--- src/hw/link_power_pkg.sv ---
// Package with constants and types for the host link power control block.
package link_power_pkg;

  // ---------------------------------------------------------------------------
  // Timing
  // ---------------------------------------------------------------------------
  localparam int unsigned CLK_HZ          = 250_000_000;
  localparam int unsigned HW_WAKE_MS      = 25;
  localparam int unsigned INIT_MS         = 1350;
  localparam int unsigned HIB_WAKE_MS     = 50;
  localparam int unsigned RECAL_EXTRA_MS  = 200;
  localparam int unsigned HIB_MIN_MS      = 10;
  localparam int unsigned CYC_PER_MS      = CLK_HZ / 1000;
  localparam int unsigned HW_WAKE_CYC     = HW_WAKE_MS * CYC_PER_MS;
  localparam int unsigned INIT_CYC        = INIT_MS * CYC_PER_MS;
  localparam int unsigned HIB_WAKE_CYC    = HIB_WAKE_MS * CYC_PER_MS;
  localparam int unsigned RECAL_EXTRA_CYC = RECAL_EXTRA_MS * CYC_PER_MS;

  // ---------------------------------------------------------------------------
  // UART
  // ---------------------------------------------------------------------------
  localparam int unsigned UART_BOOT_BPS  = 115200;
  localparam int unsigned UART_MAX_BPS   = 3_000_000;
  localparam int unsigned UART_DATA_BITS = 8;
  localparam int unsigned UART_BOOT_DIV  = CLK_HZ / UART_BOOT_BPS;
  localparam int unsigned UART_MIN_DIV   = CLK_HZ / UART_MAX_BPS;
  localparam int unsigned DIV_W          = 16;
  localparam logic [DIV_W-1:0] BOOT_DIV  = DIV_W'(UART_BOOT_DIV);
  localparam logic [DIV_W-1:0] MIN_DIV   = DIV_W'(UART_MIN_DIV);

  // ---------------------------------------------------------------------------
  // Types
  // ---------------------------------------------------------------------------
  typedef enum logic [2:0] {
    PWR_OFF     = 3'b000,
    PWR_HW_WAKE = 3'b001,
    PWR_INIT    = 3'b011,
    PWR_READY   = 3'b010,
    PWR_HIB     = 3'b110,
    PWR_HIB_WK  = 3'b111
  } pwr_state_t;

  typedef struct packed {
    logic       valid;
    logic [7:0] data;
  } byte_beat_t;

endpackage

--- src/hw/host_link_power_control.sv ---
// Restart, hibernate and wake sequencing with host attention and serial link.
//
// Contract
// (RL1) Host holds restart low during supply ramp.
// (RL2) Host releases restart about 1 ms later.
// (RL3) Ready 25 ms plus 1.35 s after restart.
// (RL4) Host holds pins steady 200 ms before power-off.
// (RL5) Host restarts by pulsing one pin low.
// (RL6) Restart low pulse lasts at least 200 ms.
// (RL7) Host stops processor before toggling restart.
// (RL8) Hibernate low pulse lasts at least 10 ms.
// (RL9) Ready 50 ms after hibernate exit.
// (RL10) Slow crystal stays on in hibernate.
// (RL11) Large temperature shift adds 200 ms recalibration.
// (RL12) Host keeps hibernate pulses above minimum always.
// (RL13) Attention line requests a host transfer.
// (RL14) Host link clock at most 20 MHz.
// (RL15) Link select is driven by host, active low.
// (RL16) Hibernate pin low holds module in hibernate.
// (RL17) Serial starts at 115200, host raises to 3M.
// (RL18) Eight bits, LSB first, no parity, one stop, CTS/RTS.
// (RL19) Host sees attention as active high.
// (RL20) Host waits for initialization before transactions.
`timescale 1ns/1ps
module host_link_power_control
  import link_power_pkg::*;
#(
  parameter int unsigned HW_WAKE_CYCLES  = HW_WAKE_CYC,
  parameter int unsigned INIT_CYCLES     = INIT_CYC,
  parameter int unsigned HIB_WAKE_CYCLES = HIB_WAKE_CYC,
  parameter int unsigned RECAL_CYCLES    = RECAL_EXTRA_CYC
)(
  input  wire logic             clk_sys_i,
  input  wire logic             rst_i,
  input  wire logic             module_restart_pin_n_i,
  input  wire logic             hibernate_request_pin_n_i,
  input  wire logic             temp_shift_i,
  input  wire logic             host_link_select_n_i,
  input  wire logic             cts_n_i,
  input  wire logic             rate_set_i,
  input  wire logic [DIV_W-1:0] rate_div_i,
  input  wire byte_beat_t       tx_i,
  output logic                  tx_ready_o,
  output logic                  txd_o,
  output logic                  rts_n_o,
  input  wire logic             rx_busy_i,
  input  wire logic             xfer_request_i,
  output logic                  host_attention_line_o,
  output logic                  ready_o,
  output logic                  hibernate_o,
  output logic                  slow_xtal_en_o,
  output logic [2:0]            pwr_state_o
);

  // ---------------------------------------------------------------------------
  // Pin synchronisers
  // ---------------------------------------------------------------------------
  logic [1:0] rst_pin_sync_r;
  logic [1:0] hib_pin_sync_r;
  logic [1:0] sel_sync_r;
  logic [1:0] cts_sync_r;
  logic       restart_n;
  logic       hib_n;
  logic       sel_active;
  logic       cts_ok;

  always_ff @(posedge clk_sys_i) begin
    if (rst_i) begin
      rst_pin_sync_r <= 2'h0;
      hib_pin_sync_r <= 2'h3;
      sel_sync_r     <= 2'h3;
      cts_sync_r     <= 2'h3;
    end else begin
      rst_pin_sync_r <= {rst_pin_sync_r[0], module_restart_pin_n_i};
      hib_pin_sync_r <= {hib_pin_sync_r[0], hibernate_request_pin_n_i};
      sel_sync_r     <= {sel_sync_r[0], host_link_select_n_i};
      cts_sync_r     <= {cts_sync_r[0], cts_n_i};
    end
  end

  assign restart_n  = rst_pin_sync_r[1];
  assign hib_n      = hib_pin_sync_r[1];
  assign sel_active = ~sel_sync_r[1]; // RL15
  assign cts_ok     = ~cts_sync_r[1]; // RL18

  // ---------------------------------------------------------------------------
  // Power sequencer
  // ---------------------------------------------------------------------------
  pwr_state_t  state_r;
  logic [31:0] wait_r;
  logic        recal_r;

  always_ff @(posedge clk_sys_i) begin
    if (rst_i) begin
      state_r <= PWR_OFF;
      wait_r  <= '0;
    end else if (!restart_n) begin
      state_r <= PWR_OFF;
      wait_r  <= '0;
    end else begin
      case (state_r)
        PWR_OFF: begin
          state_r <= PWR_HW_WAKE; // RL3
          wait_r  <= 32'(HW_WAKE_CYCLES - 1);
        end
        PWR_HW_WAKE: begin
          if (wait_r == '0) begin
            state_r <= PWR_INIT;
            wait_r  <= 32'(INIT_CYCLES - 1); // RL3
          end else begin
            wait_r <= wait_r - 32'h1;
          end
        end
        PWR_INIT, PWR_HIB_WK: begin
          if (!hib_n) begin
            state_r <= PWR_HIB; // RL16
          end else if (wait_r == '0) begin
            state_r <= PWR_READY;
          end else begin
            wait_r <= wait_r - 32'h1;
          end
        end
        PWR_READY: begin
          if (!hib_n) begin
            state_r <= PWR_HIB; // RL16
          end
        end
        PWR_HIB: begin
          if (hib_n) begin
            state_r <= PWR_HIB_WK;
            wait_r  <= recal_r ? 32'(HIB_WAKE_CYCLES + RECAL_CYCLES - 1)
                               : 32'(HIB_WAKE_CYCLES - 1); // RL9 RL11
          end
        end
        default: begin
          state_r <= PWR_OFF;
          wait_r  <= '0;
        end
      endcase
    end
  end

  // A temperature shift seen during hibernate forces recalibration on wake.
  always_ff @(posedge clk_sys_i) begin
    if (rst_i) begin
      recal_r <= 1'b0;
    end else if (state_r == PWR_HIB) begin
      recal_r <= recal_r | temp_shift_i; // RL11
    end else if (state_r == PWR_HIB_WK) begin
      recal_r <= 1'b0;
    end
  end

  // ---------------------------------------------------------------------------
  // Status outputs
  // ---------------------------------------------------------------------------
  always_ff @(posedge clk_sys_i) begin
    if (rst_i) begin
      ready_o        <= 1'b0;
      hibernate_o    <= 1'b0;
      slow_xtal_en_o <= 1'b0;
      pwr_state_o    <= 3'h0;
    end else begin
      ready_o        <= (state_r == PWR_READY);
      hibernate_o    <= (state_r == PWR_HIB);
      slow_xtal_en_o <= (state_r != PWR_OFF); // RL10
      pwr_state_o    <= state_r;
    end
  end

  // ---------------------------------------------------------------------------
  // Host attention and serial link
  // ---------------------------------------------------------------------------
  logic [DIV_W-1:0] div_r;
  logic             tx_ready;
  byte_beat_t       tx_gated;

  // Attention is held high in ready while data waits and the host has not selected.
  always_ff @(posedge clk_sys_i) begin
    if (rst_i) begin
      host_attention_line_o <= 1'b0;
    end else begin
      host_attention_line_o <= (state_r == PWR_READY) && xfer_request_i
                               && !sel_active; // RL13 RL19
    end
  end

  always_ff @(posedge clk_sys_i) begin
    if (rst_i || state_r == PWR_OFF) begin
      div_r <= BOOT_DIV; // RL17
    end else if (rate_set_i) begin
      div_r <= (rate_div_i < MIN_DIV) ? MIN_DIV : rate_div_i; // RL17
    end
  end

  always_ff @(posedge clk_sys_i) begin
    if (rst_i) begin
      rts_n_o <= 1'b1;
    end else begin
      rts_n_o <= !((state_r == PWR_READY) && !rx_busy_i); // RL18
    end
  end

  always_comb begin
    tx_gated       = tx_i;
    tx_gated.valid = tx_i.valid && (state_r == PWR_READY);
  end

  uart_char_tx u_tx (
    .clk_sys_i  (clk_sys_i),
    .rst_i      (rst_i),
    .div_i      (div_r),
    .cts_ok_i   (cts_ok),
    .tx_i       (tx_gated),
    .tx_ready_o (tx_ready),
    .txd_o      (txd_o)
  );

  assign tx_ready_o = tx_ready && (state_r == PWR_READY);

  // ---------------------------------------------------------------------------
  // Checks
  // ---------------------------------------------------------------------------
  a_restart_off: assert property (@(posedge clk_sys_i) // RL3
    disable iff (rst_i) !restart_n |=> state_r == PWR_OFF)
    else $error("restart low did not stop module");
  a_hib_enter: assert property (@(posedge clk_sys_i) // RL16
    disable iff (rst_i)
    state_r == PWR_READY && !hib_n && restart_n |=> state_r == PWR_HIB)
    else $error("hibernate not entered");
  a_hib_hold: assert property (@(posedge clk_sys_i) // RL16
    disable iff (rst_i)
    state_r == PWR_HIB && !hib_n && restart_n |=> state_r == PWR_HIB)
    else $error("hibernate left while pin low");
  a_xtal_on: assert property (@(posedge clk_sys_i) // RL10
    disable iff (rst_i) state_r == PWR_HIB |=> slow_xtal_en_o)
    else $error("slow crystal off in hibernate");
  a_attn_ready: assert property (@(posedge clk_sys_i) // RL13
    disable iff (rst_i)
    host_attention_line_o |-> $past(state_r) == PWR_READY)
    else $error("attention outside ready");
  a_boot_rate: assert property (@(posedge clk_sys_i) // RL17
    disable iff (rst_i) state_r == PWR_OFF |=> div_r == BOOT_DIV)
    else $error("boot rate wrong");
  a_rate_cap: assert property (@(posedge clk_sys_i) // RL17
    disable iff (rst_i) div_r >= MIN_DIV)
    else $error("rate above maximum");
  a_start_bit: assert property (@(posedge clk_sys_i) // RL18
    disable iff (rst_i) tx_gated.valid && tx_ready |=> !txd_o)
    else $error("start bit missing");
  a_ready_wait: assert property (@(posedge clk_sys_i) // RL9
    disable iff (rst_i) $rose(state_r == PWR_HIB_WK) |-> !ready_o [*2])
    else $error("ready too early after wake");

endmodule

--- src/hw/uart_char_tx.sv ---
// Serial character sender, eight data bits, LSB first, no parity, one stop.
`timescale 1ns/1ps
module uart_char_tx
  import link_power_pkg::*;
(
  input  wire logic             clk_sys_i,
  input  wire logic             rst_i,
  input  wire logic [DIV_W-1:0] div_i,
  input  wire logic             cts_ok_i,
  input  wire byte_beat_t       tx_i,
  output logic                  tx_ready_o,
  output logic                  txd_o
);

  logic [DIV_W-1:0] bit_cnt_r;
  logic [9:0]       shift_r;
  logic [3:0]       bits_left_r;

  // Ready only when idle and the far side permits sending.
  assign tx_ready_o = (bits_left_r == 4'h0) && cts_ok_i; // RL18

  always_ff @(posedge clk_sys_i) begin
    if (rst_i) begin
      bit_cnt_r   <= '0;
      shift_r     <= 10'h3ff;
      bits_left_r <= 4'h0;
    end else if (bits_left_r == 4'h0) begin
      if (tx_i.valid && cts_ok_i) begin
        shift_r     <= {1'b1, tx_i.data, 1'b0}; // RL18
        bits_left_r <= 4'(UART_DATA_BITS + 2);
        bit_cnt_r   <= div_i - 1'b1;
      end
    end else if (bit_cnt_r == '0) begin
      shift_r     <= {1'b1, shift_r[9:1]}; // RL18
      bits_left_r <= bits_left_r - 4'h1;
      bit_cnt_r   <= div_i - 1'b1;
    end else begin
      bit_cnt_r <= bit_cnt_r - 1'b1;
    end
  end

  assign txd_o = (bits_left_r == 4'h0) ? 1'b1 : shift_r[0];

endmodule

--- config.mk ---
export PLATFORM = sky130hd
export DESIGN_NAME = host_link_power_control
export DESIGN_NICKNAME = d
export VERILOG_FILES = /design/src/hw/link_power_pkg.sv /design/src/hw/host_link_power_control.sv /design/src/hw/uart_char_tx.sv
export SDC_FILE = /design/constraint.sdc
export NUM_CORES = 1
export LEC_CHECK = 0
export BUFFER_PORTS_ARGS = -buffer_cell sky130_fd_sc_hd__buf_2
export CORE_MARGIN = 2
export CORE_UTILIZATION = 60
export CTS_BUF_LIST = sky130_fd_sc_hd__clkbuf_4 sky130_fd_sc_hd__clkbuf_8
export CTS_CLUSTER_DIAMETER = 150
export DETAILED_ROUTE_END_ITERATION = 8
export PLACE_DENSITY_LB_ADDON = 0.2
export SLEW_MARGIN = 20
export SYNTH_ARGS = -nofsm -noshare
export SYNTH_HDL_FRONTEND = slang
export SYNTH_SLANG_ARGS = --single-unit
export TNS_END_PERCENT = 10
--- constraint.sdc ---
create_clock -name clk_sys_i -period 5.7 [get_ports clk_sys_i]
set_input_delay 0.285 -clock clk_sys_i [delete_from_list [all_inputs] [get_ports clk_sys_i]]
set_output_delay 0.285 -clock clk_sys_i [all_outputs]
set_load 0.02 [all_outputs]
# Word level (Yosys, flattened, before mapping)
# Index checks and enable logic that the tools add are counted.
# word_totals
ff_bits	98
input_bits	35
out_inout_bits	10
word_cells	85
# classes
n_addsub	4
n_lt_le_gt_ge	1
eq_ne	12
mux	25
bitwise_logic	4
reduce_logical	22
# op_table
op	count
32-bit one-hot mux with 5 select lines	1
32-bit two-way mux	4
16-bit two-way mux	4
32-bit logical NOT	1
16-bit by 1-bit subtractor with 16-bit output, second input constant	2
32-bit by 1-bit subtractor with 32-bit output, second input constant	1
10-bit two-way mux	3
26-bit two-way mux	1
16-bit logical NOT	1
16-bit by 7-bit < comparator with 1-bit output, second input constant	1
3-bit two-way mux	5
3-bit one-hot mux with 5 select lines	1
4-bit two-way mux	3
2-bit != test, second input constant	6
4-bit AND reduction	2
1-bit logical AND	7
3-bit by 2-bit == test with 1-bit output, second input constant	2
3-bit == test, second input constant	2
4-bit logical NOT	1
2-bit nonzero test	2
2-bit OR reduction	2
4-bit by 1-bit subtractor with 4-bit output, second input constant	1
3-bit by 1-bit == test with 1-bit output, second input constant	1
3-bit logical NOT	1
8 further kinds	13

# Longest topological paths before layout
# Gate-level depths: netlist of the first run.
# depth
depth_word	5
mapped_depth	10
ltp_nobuf	8

# Cells and area by module
# A second synthesis of the first run with hierarchy kept.
# unflattened
cells_unflattened	644
area_unflattened_um2	5360.1
# modules_own_cells
mod	instances	cells_per_inst	area_each_um2	seq_area_each_um2
host_link_power_control	1	400	3435.8	1361.3
uart_char_tx	1	244	1924.3	580.6

# Worst setup path before layout of the first run
# OpenSTA, ideal clock, no wires.
# synth_timing
path_type	register -> register
from	reg wait_r[0]
to	reg wait_r[7]
setup_time_ps	122
arrival_ps	2121
required_ps	5578
slack_ps	3457
path_stages_with_launch	8
period_less_slack_ps	2243
path_cell_list	dfxtp_1 inv_1 ha_1 or4b_1 or4_4 nand2_2 nor2_1 a311o_1
# synth_via
elab_chain_len	4
word_cells_on_any_way	8
classes_between	add/sub (1); eq/ne (1); mux (4); reduce/logical (2)
# synth_lines
item	line_no	rtl
start: declaration	host_link_power_control.sv:90	logic [31:0] wait_r;
start signal: assignment	host_link_power_control.sv:104	wait_r <= 32'(HW_WAKE_CYCLES - 1);
start signal: assignment	host_link_power_control.sv:109	wait_r <= 32'(INIT_CYCLES - 1);
start signal: assignment	host_link_power_control.sv:111	wait_r <= wait_r - 32'h1;
32-bit by 1-bit subtractor with 32-bit output	host_link_power_control.sv:111, host_link_power_control.sv:120	
32-bit two-way mux	host_link_power_control.sv:117	end else if (wait_r == '0) begin
32-bit two-way mux	host_link_power_control.sv:115	if (!hib_n) begin
32-bit one-hot mux with 5 select lines	host_link_power_control.sv:101	case (state_r)
# Several ways; a longest one is shown, not always the timed one. The select of a mux whose other input is x is not followed.
# A chain may end at the register's enable or synchronous reset.

# Worst setup path after layout of the first run
# layout_timing
from	reg wait_r[8]
to	reg wait_r[11]
# Same word-level chain as after synthesis.

==> flow_metrics.py, run 1 <==
metrics = {
    "sta": {
        "worst_slew_pin_slew_ns": 1.04,
        "maxSlewHeadroom": 0.300,
        "timing.final.max_slew_violations": 0,
        "final.period_utilization": 0.573,
        "setup_viol": 0,
        "rsz0062_at_grt": "false",
        "hold_viol": 0,
        "skew_ns": 0.00840,
        "max_freq_ghz": 0.306,
        "finalSetupTns_ns": 0,
        "finalCriticalPeriod_ns": 3.27,
    },
    "critical_path": {
        "end_kind": "flip-flop",
        "cp-startpoint": "wait_r[8]",
        "worstReg2RegStart": "wait_r[8]",
        "crit_fanout": 15,
        "rr_endpoint": "wait_r[11]",
        "start_kind": "flip-flop",
        "required_ns": 5.98,
        "critical_path_class": "flip-flop to flip-flop",
        "rrSetupSlack_ns": 2.43,
        "critPathArrivalTime_ns": 3.55,
        "r2r_cells": 7,
    },
    "power_and_ir_drop": {
        "power.share.sequential": 0.375,
        "power.density_nw_per_um2": 380,
        "peakVddDrop_v": 0.000291,
        "power.internal_mw": 1.29,
        "p_clk_frac": 0.245,
        "switchingPower_uw": 827,
        "p_sw_frac": 0.391,
        "pwr-share-comb": 0.380,
        "p_leak_nw": 2.19,
        "finalPower_mw": 2.11,
    },
    "finish": {
        "layout-drive-gt1-share": 0.141,
        "syn_to_final_growth_pct": 9.63,
        "nets": 708,
        "stdcell_count": 777,
        "diodes": 0,
        "fin_area_um2": 5570,
    },
    "worst_hold_path": {
        "min_delay_path_depth": 2,
        "min_to": "rts_n_o",
        "worstHoldStart": "rx_busy_i",
        "hp-class": "input pin to flip-flop",
    },
    "drt": {
        "ant_nets": 0,
        "vias_per_cell": 6.39,
        "drt_wl_total_um": 13600,
        "routedWlPerCell_um": 17.5,
        "num_vias": 4963,
        "drc": 0,
        "drt_first_pass_iters": 5,
        "drt_iter0_markers": 399,
    },
    "floorplanning": {
        "die_area_um2": 9220,
        "fp-row-count": 33,
        "io-pin-count": 45,
        "die_height_um": 96,
        "initial_core_util": 0.618,
        "coreArea_um2": 8220,
        "die_w_um": 96,
    },
    "clocking": {
        "clkLatencyLatePin_ns": 0.38,
        "cts_tree": "yes",
        "cts_max_path_buffers": 2,
        "htree_num_levels": 3,
        "path_clk_slew_ns": 0.10,
        "holdBufCountCts": 0,
        "numCtsBuffers": 9,
        "cts_setup_buffers": 0,
        "cts_resized": 0,
        "cts_num_sinks": 97,
        "clockRootBuffer": "clkbuf_8",
    },
    "status": {
        "status": "complete, no violations",
    },
    "place": {
        "gp_congestion": 1.03,
        "place_area_um2": 5330,
        "dp_hpwl_um": 9710,
        "portBuffers": 44,
        "place_inst": 761,
    },
    "logic_synthesis": {
        "synth_area_leaders": "dfxtp_1 (38%), nor3_1 (5.0%), nor2_1 (4.9%)",
        "netlist_instances": 638,
        "ys_types": 69,
        "yosysWarnings": 0,
        "synthFlopType": "dfxtp_1",
        "synth_top_area_frac": 0.382,
        "avgSynthCellArea_um2": 7.96,
        "synth_edf_count": 0,
        "yosys.area.top_type": "dfxtp_1",
        "ys_ff_latch": 97,
        "netlist_area_um2": 5080,
        "yosysSeqAreaShare": 0.382,
        "async_flop_share": 0,
        "syn-num-nets": 679,
    },
    "global_route": {
        "grt_pass1_wl_um": 21800,
        "grt_use_total": 0.305,
        "grt_pass1_vias": 4564,
        "antenna_found_initial": 0,
        "overflow": 0,
        "grt_max_degree": 32,
    },
    "run": {
        "drv_cap": 0,
    },
}
==> cell usage in the layout, fill, tap and decap left out, types with 5 or more instances in the layout <==
master,instances
mux2i_1,10
nor4_1,14
inv_1,18
nor2b_1,6
a31oi_1,9
nor2_1,66
or3_1,6
xnor2_1,12
nor3_1,51
o21ai_1,23
a21oi_1,36
or4_1,5
or2_2,9
o21ai_0,32
o22ai_1,7
buf_2,44
o211ai_1,5
nand2_1,65
nand4_1,6
a211oi_1,6
dfxtp_1,97
xor2_1,7
nand3_1,17
ha_1,6
clkbuf_8,10
and3_1,14
==> worst max-delay path: stages, from the launching register on <==
cell and delay [ns]:
dfxtp_1 0.41, nor4_4 0.54, nand4_2 0.26, nor4_4 0.79, nor2_1 0.30, nand3_1 0.53, inv_1 0.12, a22o_1 0.20
==> how the worst max path moves through the flow <==
| stage | endpoint | slack, ns | depth (start not counted) |
|---|---|---|---|
| floorplan | wait_r[7] | 3.46 | 7 |
| global placement | wait_r[11] | 2.29 | 8 |
| detailed placement | wait_r[11] | 2.11 | 8 |
| CTS | wait_r[11] | 2.11 | 8 |
| global route | wait_r[11] | 2.24 | 7 |
| finish | wait_r[11] | 2.43 | 7 |
==> kinds of logic (layout without fill, tap and decap cells) <==
kind of cell | count (synthesis) | in the layout | synth area share
simple gates | 297 | 297 | 0.309
compound gates | 161 | 161 | 0.203
flops | 97 | 97 | 0.382
buf+inv | 48 | 82 | 0.0387
xor+xnor | 19 | 19 | 0.0328
mux | 10 | 10 | 0.0197
fa+ha+maj | 6 | 6 | 0.0148
==> power groups by stage <==
stage | sequential, mW | clock [mW] | combinational, mW
detailed placement | 0.805 | 0 | 0.780
global route | 0.801 | 0.541 | 0.902
CTS | 0.791 | 0.515 | 0.787
floorplan | 0.793 | 0 | 0.620
finish | 0.793 | 0.518 | 0.804
global placement | 0.801 | 0 | 0.761
==> stage by stage <==
step	worst slack, ns	hold slack (ns)	util
floorplan	3.46	0.386	-
finish	2.43	0.0821	0.678
detailed placement	2.11	0.394	0.649
CTS	2.11	0.0807	0.677
global placement	2.29	0.392	0.649
global route	2.24	0.0864	0.678
==> Yosys cell counts, drive strengths merged (2+ instances only) <==
master and number:
dfxtp 97, nand2 67, nor2 67, o21ai 55
nor3 53, a21oi 37, clkbuf 22, nor4 20
inv 18, nand3 17, and3 14, xnor2 12
mux2i 10, a31oi 9, or2 9, buf 8
o22ai 8, nand4 7, or4 7, xor2 7
a211oi 6, ha 6, nor2b 6, or3 6
and2 5, o211ai 5, a311o 4, and4 4
o31ai 4, a32oi 3, nor3b 3, nor4b 3
o21a 3, o221a 3, a211o 2, a221o 2
a22o 2, a22oi 2, a311oi 2, a31o 2
nand2b 2, nand3b 2, nand4b 2, o41ai 2
or3b 2
==> state kept, by name, summed over array words and instances, names as in the netlist, 3 cells and up <==
register          cells
state_r               3
u_tx.bits_left_r      4
wait_r               32
pwr_state_o           3
div_r                16
u_tx.shift_r          9
u_tx.bit_cnt_r       16
==> per-layer routing <==
| layer | GRT usage | up-vias | wire length, um |
|---|---|---|---|
| li1 | - | 2400 | - |
| met1 | 0.362 | 2275 | 5420 |
| met2 | 0.524 | 233 | 6680 |
| met3 | 0.0486 | 55 | 917 |
| met4 | 0.169 | 0 | 581 |
| met5 | 0 | - | 0 |
==> final cells by class <==
class / instances / area (um2)
clock inverters: 6 / 90.1
multi-input cells: 493 / 2950
repair buffers: 48 / 250
well taps: 105 / 131
inverters: 18 / 67.6
clock buffers: 10 / 138
fillers: 705 / 2650
flip-flops and latches: 97 / 1940
Power figures use the tool's default switching activity.
==> run 2: changes to the inputs <==
==> constraint.sdc (replaced) <==
create_clock -name clk_sys_i -period 3.25 [get_ports clk_sys_i]
set_input_delay 0.1625 -clock clk_sys_i [delete_from_list [all_inputs] [get_ports clk_sys_i]]
set_output_delay 0.1625 -clock clk_sys_i [all_outputs]
set_load 0.02 [all_outputs]
==> run 2 against run 1 <==
Utilization rose by 1.8 points. Worst setup slack got worse by 1.9 ns. Via count increased by 2.5%. Clock power up 76%. Cell area rose by 2.6%. Register-to-register slack worse by 1.9 ns. Sequential share of layout area down 0.89 points. Final cell count up 2.3%. Non-clock buffer count is 18 higher. Maximum frequency grew 20%. Global-route usage is essentially flat. Die area stayed put.
==> flow_metrics.py, run 2 (synthesis results as in run 1) <==
metrics = {
    "status": {
        "status": "complete, no violations",
    },
    "drt": {
        "drt_iter0_markers": 329,
        "drt_wl_total_um": 13700,
        "vias_per_cell": 6.40,
        "drt_first_pass_iters": 5,
        "ant_nets": 0,
        "num_vias": 5086,
        "routedWlPerCell_um": 17.2,
        "drc": 0,
    },
    "sta": {
        "setup_viol": 0,
        "maxSlewHeadroom": 0.482,
        "finalCriticalPeriod_ns": 2.73,
        "finalSetupTns_ns": 0,
        "skew_ns": 0.0149,
        "timing.final.max_slew_violations": 0,
        "fin_ws_ns": 0.523,
        "max_freq_ghz": 0.367,
        "hold_viol": 0,
        "final.period_utilization": 0.839,
        "worst_slew_pin_slew_ns": 0.770,
        "rsz0062_at_grt": "false",
    },
    "floorplanning": {
        "die_area_um2": 9220,
        "die_w_um": 96,
        "initial_core_util": 0.618,
        "fp-row-count": 33,
        "io-pin-count": 45,
        "die_height_um": 96,
        "coreArea_um2": 8220,
    },
    "clocking": {
        "cts_num_sinks": 97,
        "path_clk_slew_ns": 0.10,
        "cts_max_path_buffers": 2,
        "htree_num_levels": 3,
        "cts_tree": "yes",
        "clkLatencyLatePin_ns": 0.37,
        "numCtsBuffers": 9,
        "clockRootBuffer": "clkbuf_8",
    },
    "finish": {
        "fin_util": 0.695,
        "layout_commonest_cell": "dfxtp_1",
        "layout-drive-gt1-share": 0.155,
        "nFillCells": 669,
        "regMostFlops": "wait_r",
        "reg_top3": "wait_r (32), div_r (16), u_tx.bit_cnt_r (16)",
        "diodes": 0,
        "final_cell_mix": "dfxtp_1 (97), nor2_1 (66), nand2_1 (65)",
        "syn_to_final_growth_pct": 12.5,
        "largest_reg_flops": 32,
        "nets": 726,
    },
    "global_route": {
        "grt_pass1_wl_um": 22000,
        "grt_use_total": 0.306,
        "grt_pass1_vias": 4619,
        "antenna_found_initial": 0,
        "grt_max_degree": 32,
        "overflow": 0,
    },
    "critical_path": {
        "cp_slowest_stage_delay_ns": 0.72,
        "slowest_stage": "nor4_2",
        "rrSetupSlack_ns": 0.52,
        "rr_endpoint": "u_tx.bit_cnt_r[8]",
        "critPathArrivalTime_ns": 2.96,
        "start_kind": "flip-flop",
        "end_kind": "flip-flop",
        "worstReg2RegStart": "u_tx.bit_cnt_r[2]",
        "r2r_cells": 6,
        "required_ns": 3.48,
        "crit_fanout": 18,
        "critical_path_class": "flip-flop to flip-flop",
        "crit_chain": "nor4_2 -> nand4_1 -> nand2_1 -> o21ai_0 -> a222oi_1 -> nor2_1",
    },
    "place": {
        "portBuffers": 44,
        "place_ws_ns": 0.622,
        "dp_hpwl_um": 9760,
        "gp_congestion": 0.981,
    },
    "worst_hold_path": {
        "worstHoldStart": "tx_i[7]",
        "hp-class": "input pin to flip-flop",
        "min_to": "u_tx.shift_r[8]",
        "min_delay_path_depth": 3,
    },
    "power_and_ir_drop": {
        "p_leak_nw": 2.28,
        "peakVddDrop_v": 0.000616,
        "power.density_nw_per_um2": 655,
    },
    "run": {
        "drv_cap": 0,
    },
}
run 2: layer usage:
layer  GRT usage  up-vias  wire length [um]
li1            -     2437                 -
met1       0.366     2356              5490
met2       0.512      238              6640
met3      0.0478       55               832
met4       0.190        0               710
met5           0        -                 0
run 2: repair_timing:
item | in CTS | in global routing
resized for setup | 0 | 0
hold buffers | 6 | 0
endpoints found under the hold margin | 6 | 0
setup buffers | 0 | 0
run 2: report_power, final:
group	leakage [nW]	internal (mW)	total [mW]	switching [mW]
registers	0.787	1.30	1.39	0.0958
logic	1.37	0.537	1.44	0.899
clock network	0.118	0.469	0.910	0.441
run 2: worst max-delay path by stage:
stage | endpoint | start | depth (start not counted) | slack (ns)
2_1_floorplan | wait_r[7] | wait_r[0] | 7 | 1.01
3_3_place_gp | u_tx.bit_cnt_r[8] | u_tx.bit_cnt_r[2] | 6 | 0.69
3_5_place_dp | u_tx.bit_cnt_r[8] | u_tx.bit_cnt_r[2] | 6 | 0.62
4_1_cts | u_tx.bit_cnt_r[8] | u_tx.bit_cnt_r[2] | 6 | 0.58
5_1_grt | u_tx.bit_cnt_r[8] | u_tx.bit_cnt_r[2] | 6 | 0.28
6_report | u_tx.bit_cnt_r[8] | u_tx.bit_cnt_r[2] | 6 | 0.52
run 2: final cells by class:
class                           instances  area (um2)  share of cell area
Sequential cell                        97        1940               0.340
Multi-Input combinational cell        493        2940               0.515
Clock inverter                          5        86.3              0.0151
Timing Repair Buffer                   66         400              0.0701
Tap cell                              105         131              0.0230
Clock buffer                           11         145              0.0254
Inverter                               18        67.6              0.0118
run 2: critical path, delay by kind of cell, from the launching register on:
family / cells / cell delay (ns)
compound gates: 2 / 0.54
flops: 1 / 0.38
simple gates: 4 / 1.66
run 2: stage by stage:
stage / power, mW / instances / cell area [um2] / hold slack [ns]
floorplan: 2.48 / 638 / 5080 / 0.264
global placement: 2.77 / 773 / 5420 / 0.344
detailed placement: 2.81 / 773 / 5420 / 0.349
CTS: 3.73 / 795 / 5710 / 0.0222
global route: 3.98 / 795 / 5710 / 0.0245
finish: 3.74 / 795 / 5710 / 0.0333
